--- src/hw/adc_notch_level_map.vh ---
`ifndef ADC_NOTCH_LEVEL_MAP_VH
`define ADC_NOTCH_LEVEL_MAP_VH

// Register addresses
`define ADDR_NOTCH_CTRL_COEF0_HIGH 7'h1B
`define ADDR_NOTCH_COEF0_LOW       7'h1C
`define ADDR_NOTCH_COEF1_HIGH      7'h1D
`define ADDR_NOTCH_COEF1_LOW       7'h1E
`define ADDR_LEVEL_GAIN_LIMITS     7'h20
`define ADDR_LEVEL_HOLD_TARGET     7'h21

// Reset values
`define RST_NOTCH                  9'h000
`define RST_LEVEL_GAIN_LIMITS      9'h038
`define RST_LEVEL_HOLD_TARGET      9'h00B

// Field positions
`define BIT_UPDATE                 8
`define BIT_NOTCH_ENABLE           7
`define BIT_LEVEL_ENABLE           8
`define BIT_ZERO_CROSS             8
`define FLD_COEF_PART              6:0
`define FLD_CEILING                5:3
`define FLD_FLOOR                  2:0
`define FLD_HOLD                   7:4
`define FLD_TARGET                 3:0

// Gain codes in 0.75 dB steps, code 0 = -12 dB
`define GAIN_CEIL_BASE             6'h07
`define GAIN_STEP_6DB_SHIFT        3
// Target in 0.75 dB attenuation units, code 0 = -28.5 dBFS
`define TARGET_ATT_BASE            6'h26
`define TARGET_STEP_SHIFT          1

// Hold timing
`define HOLD_BASE_NS               2000000
`define CLK_PERIOD_NS              8
`define HOLD_MAX_CODE              4'hA
`define HOLD_MAX_UNITS             10'h1F4
`define HOLD_CODE_ZERO             4'h0

`endif

--- src/hw/adc_notch_and_level_control.v ---
// Notes on behaviour
// [RULE_01] The notch filter runs only while the enable bit, bit 7 of register 0x1B, is one.
// [RULE_02] Each coefficient is 14 bits built from a high seven-bit and a low seven-bit part.
// [RULE_03] Coefficients are written and used as signed two's complement numbers.
// [RULE_04] All four coefficient registers carry an update bit in bit 8, all with equal effect.
// [RULE_05] Pulsing any update bit low-high-low moves all four parts into the filter together.
// [RULE_06] While any update bit stays high the active coefficients track the registers.
// [RULE_07] Level control off means manual gain drives the amplifier, on means the loop does.
// [RULE_08] The ceiling field limits gain from -6.75 dB at 000 to +35.25 dB at 111 in 6 dB steps.
// [RULE_09] The floor field holds gain at least -12 dB at 000 up to +30 dB at 111 in 6 dB steps.
// [RULE_10] The hold field delays gain increases: 0, 2 ms doubling per code, 1 s from 1010 up.
// [RULE_11] The target field sets the level from -28.5 dBFS in 1.5 dB steps up to -6 dBFS.
// [RULE_12] Software should not combine zero-cross detect with level control or limiter.
// [RULE_13] With level control on the applied gain stays between floor and ceiling.
`timescale 1ns/10ps
`default_nettype none
`include "adc_notch_level_map.vh"

module adc_notch_and_level_control #(
  parameter HOLD_BASE_CYC = `HOLD_BASE_NS / `CLK_PERIOD_NS
) (
  input  wire               clk_i,
  input  wire               resetn_i,
  input  wire        [6:0]  reg_addr_i,
  input  wire        [8:0]  reg_wdata_i,
  input  wire               reg_wr_i,
  output reg         [8:0]  reg_rdata_o,
  input  wire        [5:0]  manual_amp_gain_i,
  input  wire               sample_tick_i,
  input  wire        [5:0]  level_att_i,
  input  wire               zero_cross_i,
  output reg                notch_enable_o,
  output reg  signed [13:0] notch_coef_a0_o,
  output reg  signed [13:0] notch_coef_a1_o,
  output reg         [5:0]  amp_gain_o
);

  reg  [8:0]  coef0_high_r;
  reg  [8:0]  coef0_low_r;
  reg  [8:0]  coef1_high_r;
  reg  [8:0]  coef1_low_r;
  reg  [8:0]  gain_limits_r;
  reg  [8:0]  hold_target_r;
  reg  [5:0]  loop_gain_r;
  reg  [5:0]  loop_gain_nxt;
  reg  [17:0] base_cnt_r;
  reg  [9:0]  hold_cnt_r;
  reg  [8:0]  rdata_nxt;

  wire        level_ctrl_enable;
  wire        zero_cross_detect_enable;
  wire [2:0]  level_gain_ceiling;
  wire [2:0]  level_gain_floor;
  wire [3:0]  level_hold_time;
  wire [3:0]  level_target;
  wire        coef_update_strobe;
  wire [5:0]  ceil_code;
  wire [5:0]  floor_code;
  wire [5:0]  target_att;
  reg  [9:0]  hold_units;
  wire        hold_done;
  wire        base_tick;
  wire        too_loud;
  wire        too_quiet;
  wire        may_change;
  wire [5:0]  clamped_gain;

  assign level_ctrl_enable        = gain_limits_r[`BIT_LEVEL_ENABLE];
  assign level_gain_ceiling       = gain_limits_r[`FLD_CEILING];
  assign level_gain_floor         = gain_limits_r[`FLD_FLOOR];
  assign zero_cross_detect_enable = hold_target_r[`BIT_ZERO_CROSS];
  assign level_hold_time          = hold_target_r[`FLD_HOLD];
  assign level_target             = hold_target_r[`FLD_TARGET];

  // [RULE_04] any update bit
  assign coef_update_strobe = coef0_high_r[`BIT_UPDATE] | coef0_low_r[`BIT_UPDATE] |
                              coef1_high_r[`BIT_UPDATE] | coef1_low_r[`BIT_UPDATE];

  // [RULE_08] ceiling code
  assign ceil_code  = `GAIN_CEIL_BASE + {level_gain_ceiling, 3'h0};
  // [RULE_09] floor code
  assign floor_code = {level_gain_floor, 3'h0};
  // [RULE_11] target attenuation
  assign target_att = `TARGET_ATT_BASE - {1'b0, level_target, 1'b0};

  // [RULE_10] hold length
  always @* begin
    case (level_hold_time)
      `HOLD_CODE_ZERO: hold_units = 10'h000;
      4'h1:            hold_units = 10'h001;
      4'h2:            hold_units = 10'h002;
      4'h3:            hold_units = 10'h004;
      4'h4:            hold_units = 10'h008;
      4'h5:            hold_units = 10'h010;
      4'h6:            hold_units = 10'h020;
      4'h7:            hold_units = 10'h040;
      4'h8:            hold_units = 10'h080;
      4'h9:            hold_units = 10'h100;
      default:         hold_units = `HOLD_MAX_UNITS;
    endcase
  end

  // Hold timer status
  assign hold_done  = (hold_cnt_r >= hold_units);
  assign base_tick  = (base_cnt_r == HOLD_BASE_CYC - 1);

  // Level compare
  assign too_loud   = (level_att_i < target_att);
  assign too_quiet  = (level_att_i > target_att);
  assign may_change = sample_tick_i & (~zero_cross_detect_enable | zero_cross_i);

  // [RULE_13] clamp to limits
  assign clamped_gain = (loop_gain_r > ceil_code) ? ceil_code :
                        (loop_gain_r < floor_code) ? floor_code : loop_gain_r;

  // Next loop gain
  always @* begin
    loop_gain_nxt = clamped_gain;
    if (may_change) begin
      if (too_loud && clamped_gain > floor_code) begin
        loop_gain_nxt = clamped_gain - 6'h01;
      end else if (too_quiet && hold_done && clamped_gain < ceil_code) begin
        loop_gain_nxt = clamped_gain + 6'h01;
      end
    end
  end

  // Read data select
  always @* begin
    case (reg_addr_i)
      `ADDR_NOTCH_CTRL_COEF0_HIGH: rdata_nxt = coef0_high_r;
      `ADDR_NOTCH_COEF0_LOW:       rdata_nxt = {coef0_low_r[8], 1'b0, coef0_low_r[6:0]};
      `ADDR_NOTCH_COEF1_HIGH:      rdata_nxt = {coef1_high_r[8], 1'b0, coef1_high_r[6:0]};
      `ADDR_NOTCH_COEF1_LOW:       rdata_nxt = {coef1_low_r[8], 1'b0, coef1_low_r[6:0]};
      `ADDR_LEVEL_GAIN_LIMITS:     rdata_nxt = {gain_limits_r[8], 2'h0, gain_limits_r[5:0]};
      `ADDR_LEVEL_HOLD_TARGET:     rdata_nxt = hold_target_r;
      default:                     rdata_nxt = 9'h000;
    endcase
  end

  // Register writes
  always @(posedge clk_i) begin
    if (!resetn_i) begin
      coef0_high_r  <= `RST_NOTCH;
      coef0_low_r   <= `RST_NOTCH;
      coef1_high_r  <= `RST_NOTCH;
      coef1_low_r   <= `RST_NOTCH;
      gain_limits_r <= `RST_LEVEL_GAIN_LIMITS;
      hold_target_r <= `RST_LEVEL_HOLD_TARGET;
      reg_rdata_o   <= 9'h000;
    end else begin
      reg_rdata_o <= rdata_nxt;
      if (reg_wr_i) begin
        case (reg_addr_i)
          `ADDR_NOTCH_CTRL_COEF0_HIGH: coef0_high_r  <= reg_wdata_i;
          `ADDR_NOTCH_COEF0_LOW:       coef0_low_r   <= reg_wdata_i;
          `ADDR_NOTCH_COEF1_HIGH:      coef1_high_r  <= reg_wdata_i;
          `ADDR_NOTCH_COEF1_LOW:       coef1_low_r   <= reg_wdata_i;
          `ADDR_LEVEL_GAIN_LIMITS:     gain_limits_r <= reg_wdata_i;
          `ADDR_LEVEL_HOLD_TARGET:     hold_target_r <= reg_wdata_i;
          default: begin
          end
        endcase
      end
    end
  end

  // Notch outputs
  always @(posedge clk_i) begin
    if (!resetn_i) begin
      notch_enable_o  <= 1'b0;
      notch_coef_a0_o <= 14'h0000;
      notch_coef_a1_o <= 14'h0000;
    end else begin
      // [RULE_01] enable follows bit
      notch_enable_o <= coef0_high_r[`BIT_NOTCH_ENABLE];
      // [RULE_05] atomic coefficient transfer
      // [RULE_06] continuous while high
      if (coef_update_strobe) begin
        // [RULE_02] join halves
        // [RULE_03] signed coefficients
        notch_coef_a0_o <= {coef0_high_r[`FLD_COEF_PART], coef0_low_r[`FLD_COEF_PART]};
        notch_coef_a1_o <= {coef1_high_r[`FLD_COEF_PART], coef1_low_r[`FLD_COEF_PART]};
      end
    end
  end

  // Level loop and hold timer
  always @(posedge clk_i) begin
    if (!resetn_i) begin
      loop_gain_r <= 6'h00;
      base_cnt_r  <= 18'h00000;
      hold_cnt_r  <= 10'h000;
      amp_gain_o  <= 6'h00;
    end else begin
      if (base_tick) begin
        base_cnt_r <= 18'h00000;
      end else begin
        base_cnt_r <= base_cnt_r + 18'h00001;
      end
      // [RULE_10] hold restarts on loud
      if (!level_ctrl_enable || (sample_tick_i && too_loud)) begin
        hold_cnt_r <= 10'h000;
      end else if (base_tick && !hold_done) begin
        hold_cnt_r <= hold_cnt_r + 10'h001;
      end
      if (level_ctrl_enable) begin
        loop_gain_r <= loop_gain_nxt;
      end else begin
        loop_gain_r <= manual_amp_gain_i;
      end
      // [RULE_07] gain source select
      if (level_ctrl_enable) begin
        amp_gain_o <= loop_gain_nxt;
      end else begin
        amp_gain_o <= manual_amp_gain_i;
      end
    end
  end

endmodule // adc_notch_and_level_control
`default_nettype wire

--- config.mk ---
export PLATFORM = sky130hd
export DESIGN_NAME = adc_notch_and_level_control
export DESIGN_NICKNAME = d
export VERILOG_FILES = /design/src/hw/adc_notch_and_level_control.v
export VERILOG_INCLUDE_DIRS = /design/src /design/src/hw
export SDC_FILE = /design/constraint.sdc
export NUM_CORES = 1
export LEC_CHECK = 0
export ABC_AREA = 1
export CAP_MARGIN = 20
export CORE_ASPECT_RATIO = 1.2
export CORE_MARGIN = 2
export CORE_UTILIZATION = 40
export DETAILED_ROUTE_END_ITERATION = 8
export DONT_BUFFER_PORTS = 1
export PLACE_DENSITY = 0.58
export RECOVER_POWER = 50
export SYNTH_ARGS = -nofsm -noshare
export SYNTH_HDL_FRONTEND = slang
export SYNTH_SLANG_ARGS = --single-unit
export TNS_END_PERCENT = 100
--- constraint.sdc ---
create_clock -name clk_i -period 3.47 [get_ports clk_i]
set_input_delay 0.694 -clock clk_i [delete_from_list [all_inputs] [get_ports clk_i]]
set_output_delay 0.694 -clock clk_i [all_outputs]
set_load 0.03 [all_outputs]
# Word level (Yosys, flattened, before mapping)
# Memory sizes are Yosys's and may differ from the RTL's. A register that Yosys moved wholly into a read port is not among the register bits.
# Index checks and enable logic that the tools add are counted.
# W data, S select, Z words.
[op_classes]
addsub = 6
n_mul = 0
div = 0
order_cmp = 7
n_eq_ne = 7
n_shift = 0
mux = 9
bitwise_logic = 7
n_reduce_logical = 16
[ops]
columns = ["operator", "count"]
rows = [
  ["$pmux W9 S6", 1],
  ["$mux W6", 6],
  ["$eq A7 B5 Y1 const B", 4],
  ["$add A18 B1 Y18 const B", 1],
  ["$eq A18 B18 Y1 const B", 1],
  ["$gt A6 B6 Y1", 3],
  ["$lt A6 B6 Y1", 3],
  ["$eq A7 B6 Y1 const B", 2],
  ["$reduce_and A2 Y1", 6],
  ["$add A10 B1 Y10 const B", 1],
  ["$ge A10 B10 Y1", 1],
  ["$mux W4", 2],
  ["$add A3 B6 Y6 const A", 1],
  ["$add A6 B1 Y6 const B", 1],
  ["$sub A6 B1 Y6 const B", 1],
  ["$sub A6 B5 Y6 const A", 1],
  ["$logic_and A1 B1 Y1", 5],
  ["$or A1 B1 Y1", 4],
  ["$reduce_or A2 Y1", 2],
  ["$logic_not A1 Y1", 2],
  ["$not A1 Y1", 2],
  ["$and A1 B1 Y1", 1],
  ["$logic_or A1 B1 Y1", 1],
]
[word_totals]
regBits = 126
latchBits = 0
mem_bits_rw = 0
romBits = 144
input_bits = 33
output_inout_bits = 44
elab_cells = 66
n_memories = 1
[memory_table]
columns = ["memory", "words", "width", "read_ports", "rd_ports_with_merged_regs", "write_ports", "line", "source"]
rows = [
  ["(name not given)", 16, 9, 1, 1, 0, "adc_notch_and_level_control.v:88", "case (level_hold_time)"],
]

# Depth between registers and ports, before layout
# Gate-level depths: netlist of run 1.
[logic_depth]
ltp_word = 9
ltp_mapped = 24
ltp_nobuf = 24

# Least setup slack after synthesis of run 1
# OpenSTA, ideal clock, no wires.
[synth_timing]
path_type = "register to register"
startpoint = "reg loop_gain_r[5]"
endpoint = "reg loop_gain_r[5]"
setup_time_ns = 0.117
t_arrival_ns = 2.952
required_ns = 3.353
slack_ns = 0.401
path_stages_with_launch = 21
path_buffers = 0
synth_period_minus_slack_ns = 3.069
cell_sequence = "dfxtp_1 > ha_1 > a21oi_1 > nand2_1 > nand2_1 > inv_1 > or2_2 > o21ai_0 > ha_1 > nand2_1 > inv_1 > a21oi_1 > nand2_1 > nor2_1 > nand3_1 > nand2_2 > nand2_1 > nor2_1 > a21oi_1 > nor2_1 > nor2_1"
[synth_between]
elab_chain_len = 9
elab_cells_between_ends = 14
cone_classes = "add/sub (2); order compare (4); mux (6); reduce/logical (2)"
[synth_rtl]
columns = ["element", "line", "source"]
rows = [
  ["from (decl)", "adc_notch_and_level_control.v:44", "reg [5:0] loop_gain_r;"],
  ["from (signal assigned)", "adc_notch_and_level_control.v:208", "loop_gain_r <= loop_gain_nxt;"],
  ["from (signal assigned)", "adc_notch_and_level_control.v:210", "loop_gain_r <= manual_amp_gain_i;"],
  ["$lt A6 B6 Y1", "adc_notch_and_level_control.v:114", "(loop_gain_r < floor_code) ? floor_code : loop_gain_r;"],
  ["$mux W6", "adc_notch_and_level_control.v:114", ""],
  ["$mux W6 (*)", "adc_notch_and_level_control.v:113", "assign clamped_gain = (loop_gain_r > ceil_code) ? ceil_code :"],
  ["$lt A6 B6 Y1", "adc_notch_and_level_control.v:122", "end else if (too_quiet && hold_done && clamped_gain < ceil_code) begin"],
  ["$logic_and A1 B1 Y1", "adc_notch_and_level_control.v:122", ""],
  ["$mux W6", "adc_notch_and_level_control.v:122", ""],
  ["$mux W6", "adc_notch_and_level_control.v:120", "if (too_loud && clamped_gain > floor_code) begin"],
  ["$mux W6 (*)", "adc_notch_and_level_control.v:119", "if (may_change) begin"],
  ["$mux W6 (*)", "adc_notch_and_level_control.v:207", "if (level_ctrl_enable) begin"],
]
# Mark *: on every way between the ends. The rest lies on a longest branch, timed or not.
# A chain may end at the register's enable or synchronous reset.

# Worst setup path in the final report of run 1
[layout_timing]
startpoint = "reg gain_limits_r[5]"
endpoint = "reg loop_gain_r[5]"
[layout_between]
elab_chain_len = 9
elab_cells_between_ends = 13
cone_classes = "add/sub (3); order compare (3); mux (5); reduce/logical (2)"
[layout_rtl]
columns = ["element", "line", "source"]
rows = [
  ["from (decl)", "adc_notch_and_level_control.v:42", "reg [8:0] gain_limits_r;"],
  ["from (signal assigned)", "adc_notch_and_level_control.v:148", "gain_limits_r <= `RST_LEVEL_GAIN_LIMITS;"],
  ["from (signal assigned)", "adc_notch_and_level_control.v:159", "`ADDR_LEVEL_GAIN_LIMITS: gain_limits_r <= reg_wdata_i;"],
  ["$add A3 B6 Y6 (no source line) (*)", "--", ""],
  ["$gt A6 B6 Y1", "adc_notch_and_level_control.v:113", ""],
  ["$mux W6", "adc_notch_and_level_control.v:113", ""],
  ["$lt A6 B6 Y1", "adc_notch_and_level_control.v:122", ""],
  ["$logic_and A1 B1 Y1", "adc_notch_and_level_control.v:122", ""],
  ["$mux W6", "adc_notch_and_level_control.v:122", ""],
  ["$mux W6", "adc_notch_and_level_control.v:120", ""],
  ["$mux W6 (*)", "adc_notch_and_level_control.v:119", ""],
  ["$mux W6 (*)", "adc_notch_and_level_control.v:207", ""],
]
# Marks and branches as above.

==> results of run 1 <==
==> cell type report <==
class                      count  share of cell area
tap                          204              0.0367
antenna                        1            0.000360
clock inverter                15              0.0237
multi-input combinational    566               0.430
sequential                   130               0.374
clock buffer                  17              0.0611
inverter                     114              0.0615
timing repair buffer          15              0.0124
==> power groups by stage <==
stage          Combinational [W]  Clock (W)  Sequential [W]
3_3_place_gp            0.000149          0         0.00156
2_1_floorplan           0.000119          0         0.00157
4_1_cts                 0.000151    0.00183         0.00153
6_report                0.000147    0.00180         0.00153
5_1_grt                 0.000171    0.00189         0.00153
3_5_place_dp            0.000149          0         0.00156
==> worst max path at each step <==
stage | startpoint | endpoint | slack, ns | cells after the start
after floorplan | loop_gain_r[5] | loop_gain_r[5] | 0.40 | 20
after global placement | gain_limits_r[5] | loop_gain_r[5] | 0.48 | 21
after detailed placement | gain_limits_r[5] | loop_gain_r[5] | 0.39 | 21
after CTS | gain_limits_r[5] | loop_gain_r[5] | 0.38 | 21
after global routing | gain_limits_r[5] | loop_gain_r[5] | 0.005 | 23
final | gain_limits_r[5] | loop_gain_r[5] | 0.42 | 21
==> routing by layer <==
layer	vias up	track usage
li1	2779	-
met1	2401	0.248
met2	119	0.357
met3	26	0.0497
met4	0	0.0836
met5	-	0
==> state kept, by name, indices dropped and copies added, names as in the netlist <==
signal,flops
notch_enable_o,1
notch_coef_a1_o,14
coef1_low_r,8
hold_cnt_r,10
base_cnt_r,18
reg_rdata_o,9
hold_target_r,9
notch_coef_a0_o,14
coef0_high_r,9
coef0_low_r,8
gain_limits_r,7
coef1_high_r,8
hold_units,9
loop_gain_r,6
==> worst max-delay path, stage by stage, from the launching register on <==
cell and delay (ns):
dfxtp_1 0.33, inv_1 0.08, ha_1 0.32, a21oi_1 0.15, nand2_1 0.06, nand2_1 0.07
inv_1 0.06, or2_2 0.27, o21ai_0 0.15, ha_1 0.31, nand2_1 0.09, inv_1 0.04
a21oi_1 0.13, nand2_1 0.07, nor2_1 0.10, nand3_1 0.11, nand2_2 0.13, nand2_1 0.11
nor2_2 0.14, a21oi_1 0.08, nor2_1 0.11, nor2_1 0.04
==> through the flow <==
| step | power, W | worst slack (ns) | utilization | hold WS, ns | cells |
|---|---|---|---|---|---|
| 2_1_floorplan | 0.00169 | 0.401 | - | 0.418 | 834 |
| 6_report | 0.00347 | 0.423 | 0.463 | 0.399 | 1062 |
| 4_1_cts | 0.00351 | 0.384 | 0.467 | 0.349 | 1061 |
| 5_1_grt | 0.00359 | 0.00506 | 0.463 | 0.377 | 1062 |
| 3_3_place_gp | 0.00171 | 0.484 | 0.428 | 0.447 | 1029 |
| 3_5_place_dp | 0.00171 | 0.390 | 0.428 | 0.452 | 1029 |
==> kinds of logic after synthesis <==
family,Yosys count,share of synthesized area
simple gates,340,0.246
fa+ha+maj,32,0.0651
xor+xnor,12,0.0171
buf+inv,138,0.0851
flops,130,0.423
compound gates,182,0.164
==> cell usage after synthesis, types with 5 or more instances <==
cell | number | area, um^2
nand2_1 | 142 | 533
dfxtp_1 | 130 | 2600
inv_1 | 108 | 405
nor2_1 | 98 | 368
a21oi_1 | 74 | 370
o21ai_0 | 68 | 340
nand3_1 | 43 | 215
ha_1 | 32 | 400
clkbuf_1 | 20 | 75.1
nor3_1 | 17 | 85.1
nand4_1 | 10 | 62.6
xor2_1 | 8 | 70.1
a221oi_1 | 7 | 61.3
o211ai_1 | 7 | 52.6
o22ai_1 | 7 | 43.8
nand2_2 | 6 | 37.5
nor4_1 | 6 | 37.5
a31oi_1 | 5 | 31.3
inv_2 | 5 | 18.8
==> repair_timing <==
action	CTS	global route
buffers inserted	0	0
gates resized for setup	0	1
hold buffers	0	0
setup endpoints to repair	0	2
==> results_dict.tcl, run 1 <==
set metrics [dict create \
    status "finished clean" \
    die_area_um2 16400 \
    hpwlAfterDp_um 11700 \
    synth_seq_cells 130 \
    critPathCaptureType "flip-flop" \
    ys_async_sr_fraction 0 \
    root_buffer "clkbuf_16" \
    period_share 0.878 \
    yosysWarnings 0 \
    p_switching_w 0.000897 \
    final_common_cell "nand2_1" \
    m1WireLength_um 6730 \
    min_from "reg_wdata_i[7]" \
    pwr-share-clk 0.518 \
    layout_min_cycle_time_ns 3.05 \
    num_rows 49 \
    top_layer_used "met4" \
    portBuffers 0 \
    ios 77 \
    multi_input_area_um2 3000 \
    ys_types 40 \
    fin_nets 909 \
    final_cell_area_um2 6960 \
    mostFrequentLayoutCells "nand2_1 (145), dfxtp_1 (130), inv_1 (108), nor2_1 (97), a21oi_1 (74)" \
    worstHoldPathType "in -> reg" \
    seqPwrFrac 0.440 \
    synth_edf_count 0 \
    slew_headroom 0.127 \
    drcViolationCount 0 \
    ir_drop_v 0.000347 \
    first_global_vias 5271 \
    whs_endpoint "coef0_high_r[7]" \
    cp.arrival_ns 3.37 \
    clock-skew-final_ns 0.00832 \
    critPathMaxFanout 5 \
    final_layout_size_suffix_gt1_frac 0.0712 \
    synthCells 834 \
    worstRegToRegCells 21 \
    rrSetupSlack_ns 0.42 \
    cts_max_level 4 \
    die_w_um 117 \
    core_um2 15000 \
    grt_usage 0.209 \
    cap_violations 0 \
    dpl-instance-area_um2 6420 \
    r2r-start "gain_limits_r[5]" \
    internal_power_w 0.00258 \
    cts_tree "built" \
    start_kind "flip-flop" \
    dr.first_iter.drc_count 269 \
    setup_viol 0 \
    cp.required_ns 3.80 \
    ff_latch_area_um2 2600 \
    initial_utilization 0.409 \
    path_clk_slew_ns 0.07 \
    synth_area_per_cell_um2 7.37 \
    ys_dominant_reg_cell "dfxtp_1" \
    gp_congestion 0.901 \
    leakage_nw 2.85 \
    worstSkewPairLatency_ns 0.43 \
    netlist_area_um2 6150 \
    cts-buffers-inserted 17 \
    avgRoutedWirePerCell_um 14.9 \
    holdPathStages 2 \
    syn_to_final_growth_pct 13.3 \
    route.vias.total 5325 \
    grt_pass1_wl_um 26600 \
    dr_wl_met2_um 7940 \
    finalSetupTns_ns 0 \
    r2r-end "loop_gain_r[5]" \
    syn-num-nets 899 \
    die_h_um 140 \
    wl_um 15800 \
    drt_first_pass_iters 4 \
    clk_path_buf_depth 2 \
    hold_violations 0 \
    antenna_found_initial 1 \
    grt_max_degree 75 \
    path_class "reg -> reg" \
    grt-ovfl-total 0 \
    synth-seq-area-share 0.423 \
    slew_viol_final 0 \
    fill_cells 1514 \
    power_density_nw_per_um2 499 \
    tightest_slew_ns 1.30 \
    vias_per_cell 5.01 \
    max_freq_mhz 328 \
    p_sw_frac 0.258 \
    dr_wl_met3_um 775 \
    rsz0062_at_grt "false" \
    numClockSinks 130 \
    ant_nets 0 \
    power_frac_comb 0.042 \
]
Power figures use the tool's default switching activity.
==> run 2: changes to the inputs <==
- MAX_ROUTING_LAYER: default -> met4
- PLACE_DENSITY: 0.58 -> 0.6
- RECOVER_POWER: 50 -> default
- clock period: 3.47 -> 2.7 ns (I/O delays scaled with it)
==> results_dict.tcl, run 2 (synthesis results as in run 1) <==
set metrics [dict create \
    status "complete, but fails checks" \
    violations "setup timing" \
    wl_um 16600 \
    first_global_vias 5315 \
    core_um2 15000 \
    ant_nets 0 \
    fill_cells 1447 \
    path_clk_slew_ns 0.06 \
    fin_ws_ns -0.105 \
    final_cell_area_um2 7510 \
    cts_tree "built" \
    hpwlAfterDp_um 11700 \
    final_layout_size_suffix_gt1_frac 0.181 \
    initial_utilization 0.409 \
    numClockSinks 130 \
    syn_to_final_growth_pct 22.3 \
    slew_viol_final 0 \
    leakage_nw 3.09 \
    cp.arrival_ns 3.12 \
    whs_ns 0.247 \
    layout_min_cycle_time_ns 2.81 \
    grt-ovfl-total 0 \
    hold_violations 0 \
    grt_usage 0.211 \
    cts_max_level 4 \
    portBuffers 0 \
    max_freq_mhz 356 \
    die_w_um 117 \
    vias_per_cell 5.07 \
    num_rows 49 \
    clock-skew-final_ns 0.00751 \
    drcViolationCount 0 \
    worstSkewPairLatency_ns 0.43 \
    grt_pass1_wl_um 26000 \
    r2r-end "loop_gain_r[5]" \
    n_antenna_cell 0 \
    root_buffer "clkbuf_16" \
    mostFrequentLayoutCells "nand2_1 (128), dfxtp_1 (123), inv_1 (100), nor2_1 (93), a21oi_1 (72)" \
    fin_nets 941 \
    cp.required_ns 3.02 \
    die_h_um 140 \
    critPathCaptureType "flip-flop" \
    dpl-instance-area_um2 6650 \
    critPathMaxFanout 6 \
    slew_headroom 0.611 \
    worstRegToRegCells 22 \
    start_kind "flip-flop" \
    clk_path_buf_depth 2 \
    antenna_found_initial 0 \
    cts-buffers-inserted 17 \
    largest_registers "base_cnt_r x18, notch_coef_a0_o x14, notch_coef_a1_o x14" \
    setup_viol 6 \
    largest-register "base_cnt_r" \
    drt_first_pass_iters 5 \
    final_common_cell "nand2_1" \
    path_class "reg -> reg" \
    min_from "manual_amp_gain_i[1]" \
    dr.first_iter.drc_count 303 \
    holdPathStages 2 \
    r2r-start "loop_gain_r[5]" \
    period_share 1.04 \
    ir_drop_v 0.000481 \
    gp_congestion 0.889 \
    rrSetupSlack_ns -0.11 \
    largest_register_ffs 18 \
    power_density_nw_per_um2 602 \
    rsz0062_at_grt "true" \
    route.vias.total 5538 \
    tightest_slew_ns 0.582 \
    ios 77 \
    cts_hold_buf 0 \
    whs_endpoint "loop_gain_r[1]" \
    grt_max_degree 75 \
    finalSetupTns_ns -0.341 \
    worstHoldPathType "in -> reg" \
    cap_violations 0 \
    die_area_um2 16400 \
    avgRoutedWirePerCell_um 15.2 \
]
run 2: cell count changes in the layout (fill, tap and decap cells not counted), moves of 7 or more:
cell,delta
nand2_1,-17
buf_4,+35
ha_1,-7
nand2_2,+11
clkbuf_1,-7
inv_1,-8
dfxtp_1,-7
run 2: what timing repair did:
item,in CTS,in global routing
pin swaps,25,31
buffers inserted,3,4
resized for setup,20,43
setup endpoints to repair,6,6
run 2: layout make-up:
class                   instances  area, um^2  share of cell area
clock buffers                  18         439              0.0585
clock inverters                14         140              0.0187
inverters                     114         433              0.0576
multi-input cells             566        3260               0.434
flip-flops and latches        130        2620               0.348
well taps                     204         255              0.0340
repair buffers                 47         368              0.0490
run 2: worst max-delay path by stage:
stage / start / to / slack [ns] / cells past startpoint
2_1_floorplan: loop_gain_r[5] / loop_gain_r[5] / 0.002 / 20
3_3_place_gp: gain_limits_r[5] / loop_gain_r[5] / -0.05 / 22
4_1_cts: loop_gain_r[5] / loop_gain_r[1] / -0.0006 / 21
3_5_place_dp: gain_limits_r[5] / loop_gain_r[5] / -0.08 / 22
5_1_grt: gain_limits_r[5] / loop_gain_r[5] / -0.28 / 24
6_report: loop_gain_r[5] / loop_gain_r[5] / -0.11 / 22
run 2: per-stage QoR:
step | total power (W) | setup slack [ns] | util | instances
6_report | 0.00452 | -0.105 | 0.500 | 1093
5_1_grt | 0.00465 | -0.277 | 0.500 | 1093
4_1_cts | 0.00452 | -0.000563 | 0.486 | 1089
3_5_place_dp | 0.00222 | -0.0842 | 0.443 | 1054
3_3_place_gp | 0.00222 | -0.0515 | 0.443 | 1054
2_1_floorplan | 0.00217 | 0.00228 | - | 834
run 2: worst max-delay path, cell delays in order, from the launching register on:
cell and delay, ns:
dfxtp_4 0.38, inv_1 0.07, ha_4 0.26, inv_1 0.04, a21oi_2 0.18, nand2_2 0.08
nand2_2 0.06, nand3_2 0.08, nand2_2 0.10, inv_4 0.06, ha_4 0.26, nand2_4 0.06
o21ai_2 0.14, nor2_2 0.06, nor2_2 0.16, nand2_4 0.11, buf_6 0.14, nand2_4 0.06
inv_2 0.04, nor2_4 0.14, a21oi_2 0.07, nor2_1 0.10, nor2_1 0.05
run 2: power breakdown:
part | switching [W] | internal, W
clock | 0.000961 | 0.00132
combinational | 0.000163 | 0.000112
sequential | 0.0000297 | 0.00194
run 2: routing by layer:
layer,part of all wire,GRT usage,up-vias
li1,-,-,2845
met1,0.43,0.250,2528
met2,0.50,0.344,128
met3,0.048,0.0483,37
met4,0.028,0.0799,0
met5,0,-,-
==> run 3: changes to the inputs <==
--- a/constraint.sdc
+++ b/constraint.sdc
@@ -3,2 +3,2 @@
 set_output_delay 0.54 -clock clk_i [all_outputs]
-set_load 0.03 [all_outputs]
+set_load 0.05 [all_outputs]
==> results_dict.tcl, run 3 (synthesis results as in run 1) <==
set metrics [dict create \
    cts_max_level 4 \
    rsz0062_at_grt "true" \
    cts_hold_buf 0 \
    cts_tree "built" \
    final_common_cell "nand2_1" \
    leakage_nw 3.08 \
    r2r-start "gain_limits_r[4]" \
    start_kind "flip-flop" \
    grtUsageMet2 0.338 \
    worstHoldPathType "in -> reg" \
    die_area_um2 16400 \
    p_switching_w 0.00116 \
    drt_first_pass_iters 4 \
    worstRegToRegCells 22 \
    grt_pass1_wl_um 25900 \
    largest_register_ffs 18 \
    die_h_um 140 \
    p_total_w 0.00461 \
    slew_headroom 0.438 \
    busiest_layer "met2" \
    gp_congestion 0.877 \
    use_met1 0.240 \
    drcViolationCount 0 \
    n_antenna_cell 0 \
    route.vias.total 5468 \
    cp.required_ns 3.02 \
    violations "setup timing" \
    ir_drop_v 0.000421 \
    max_freq_mhz 370 \
    setup_viol 1 \
    mostFrequentLayoutCells "nand2_1 (134), dfxtp_1 (121), inv_1 (101), nor2_1 (95), a21oi_1 (72)" \
    core_um2 15000 \
    critPathCaptureType "flip-flop" \
    ant_nets 0 \
    slew_viol_final 0 \
    hpwlAfterDp_um 11800 \
    critPathMaxFanout 5 \
    path_class "reg -> reg" \
    holdPathStages 2 \
    largest_registers "base_cnt_r x18, notch_coef_a0_o x14, notch_coef_a1_o x14" \
    clock-skew-final_ns 0.0111 \
    grt_usage 0.210 \
    power_frac_comb 0.055 \
    final_cells 1091 \
    wl_um 16300 \
    seqPwrFrac 0.429 \
    first_global_vias 5315 \
    layout_min_cycle_time_ns 2.70 \
    num_rows 49 \
    min_from "reg_wdata_i[5]" \
    pre_cts_slack_ns -0.0809 \
    p_sw_frac 0.251 \
    syn_to_final_growth_pct 21.5 \
    die_w_um 117 \
    status "complete, but fails checks" \
    whs_endpoint "coef0_high_r[5]" \
    initial_utilization 0.409 \
    root_buffer "clkbuf_16" \
    worstSkewPairLatency_ns 0.43 \
    pwr-share-clk 0.517 \
    internal_power_w 0.00345 \
    rrSetupSlack_ns -0.005 \
    fin_ws_ns -0.00454 \
    numClockSinks 130 \
    grt-ovfl-total 0 \
    r2r-end "loop_gain_r[2]" \
    portBuffers 0 \
    tightest_slew_ns 0.842 \
    largest-register "base_cnt_r" \
    cap_violations 0 \
    use_met3 0.0553 \
    path_clk_slew_ns 0.06 \
    place_inst 1054 \
    hold_violations 0 \
    fin_nets 939 \
    dr.first_iter.drc_count 290 \
    ios 77 \
    grt_max_degree 75 \
    cp.arrival_ns 3.02 \
    period_share 1.00 \
    power_density_nw_per_um2 618 \
    clk_path_buf_depth 2 \
    antenna_found_initial 0 \
    dpl-instance-area_um2 6650 \
    final_cell_area_um2 7460 \
    avgRoutedWirePerCell_um 14.9 \
    multi_input_area_um2 3220 \
    final_layout_size_suffix_gt1_frac 0.162 \
    finalSetupTns_ns -0.00454 \
    vias_per_cell 5.01 \
    cts-buffers-inserted 17 \
    fill_cells 1490 \
    ff_latch_area_um2 2620 \
]
[run 3: cell count changes in the layout (fill, tap and decap cells not counted), moves of 3 or more]
| cell | before | now |
|---|---|---|
| buf_6 | 4 | 0 |
| nand2_1 | 128 | 134 |
| nand2_2 | 15 | 9 |
| nand3_1 | 37 | 40 |
| nand3_2 | 6 | 3 |
[run 3: what timing repair did]
action                                  in CTS  in global routing
hold endpoints to repair                     0                  0
pin swaps                                   10                 26
endpoints found under the setup margin       5                  6
resized for setup                           18                 24
buffers inserted                             3                  2
[run 3: through the flow]
step,hold slack [ns],utilization
after CTS,0.215,0.489
after floorplan,0.418,-
final,0.245,0.497
after detailed placement,0.455,0.443
after global routing,0.233,0.497
after global placement,0.448,0.443
[run 3: worst max-delay path by stage]
stage | startpoint | endpoint | slack, ns | cells after the start
after floorplan | loop_gain_r[5] | loop_gain_r[5] | 0.02 | 21
after detailed placement | gain_limits_r[5] | loop_gain_r[5] | -0.08 | 22
final | gain_limits_r[4] | loop_gain_r[2] | -0.005 | 22
after CTS | gain_limits_r[4] | loop_gain_r[4] | 0.007 | 22
after global placement | gain_limits_r[5] | loop_gain_r[5] | -0.06 | 22
after global routing | loop_gain_r[5] | loop_gain_r[2] | -0.21 | 21
[run 3: power by group through the flow]
stage | Clock, W | Sequential [W] | Combinational (W)
6_report | 0.00238 | 0.00198 | 0.000252
5_1_grt | 0.00249 | 0.00198 | 0.000281
4_1_cts | 0.00242 | 0.00198 | 0.000234
3_5_place_dp | 0 | 0.00202 | 0.000221
3_3_place_gp | 0 | 0.00202 | 0.000221
2_1_floorplan | 0 | 0.00203 | 0.000157
[run 3: cell type report]
class / instances / share of cell area
Inverter: 114 / 0.0577
Sequential cell: 130 / 0.351
Timing Repair Buffer: 45 / 0.0453
Clock inverter: 13 / 0.0218
Multi-Input combinational cell: 566 / 0.431
Clock buffer: 19 / 0.0593
Tap cell: 204 / 0.0342
[run 3: worst max-delay path, cell delays in order, from the launching register on]
cell	delay [ns]
dfxtp_2	0.33
inv_1	0.08
ha_4	0.27
nand2_1	0.04
inv_1	0.05
nand2_1	0.06
nand2_2	0.09
inv_2	0.05
or2_4	0.23
o21ai_4	0.10
ha_4	0.25
nand2_4	0.06
inv_1	0.05
a21oi_2	0.10
nand2_1	0.06
nor2_1	0.12
nand3_2	0.11
nand2_4	0.12
nand4_1	0.12
nand2_1	0.09
nand2_1	0.05
o21ai_1	0.13
inv_1	0.05
[run 3: layer usage]
metal	share of wire	wire length, um
met5	0	0
met3	0.053	863
met1	0.43	6990
met2	0.49	7930
met4	0.031	506
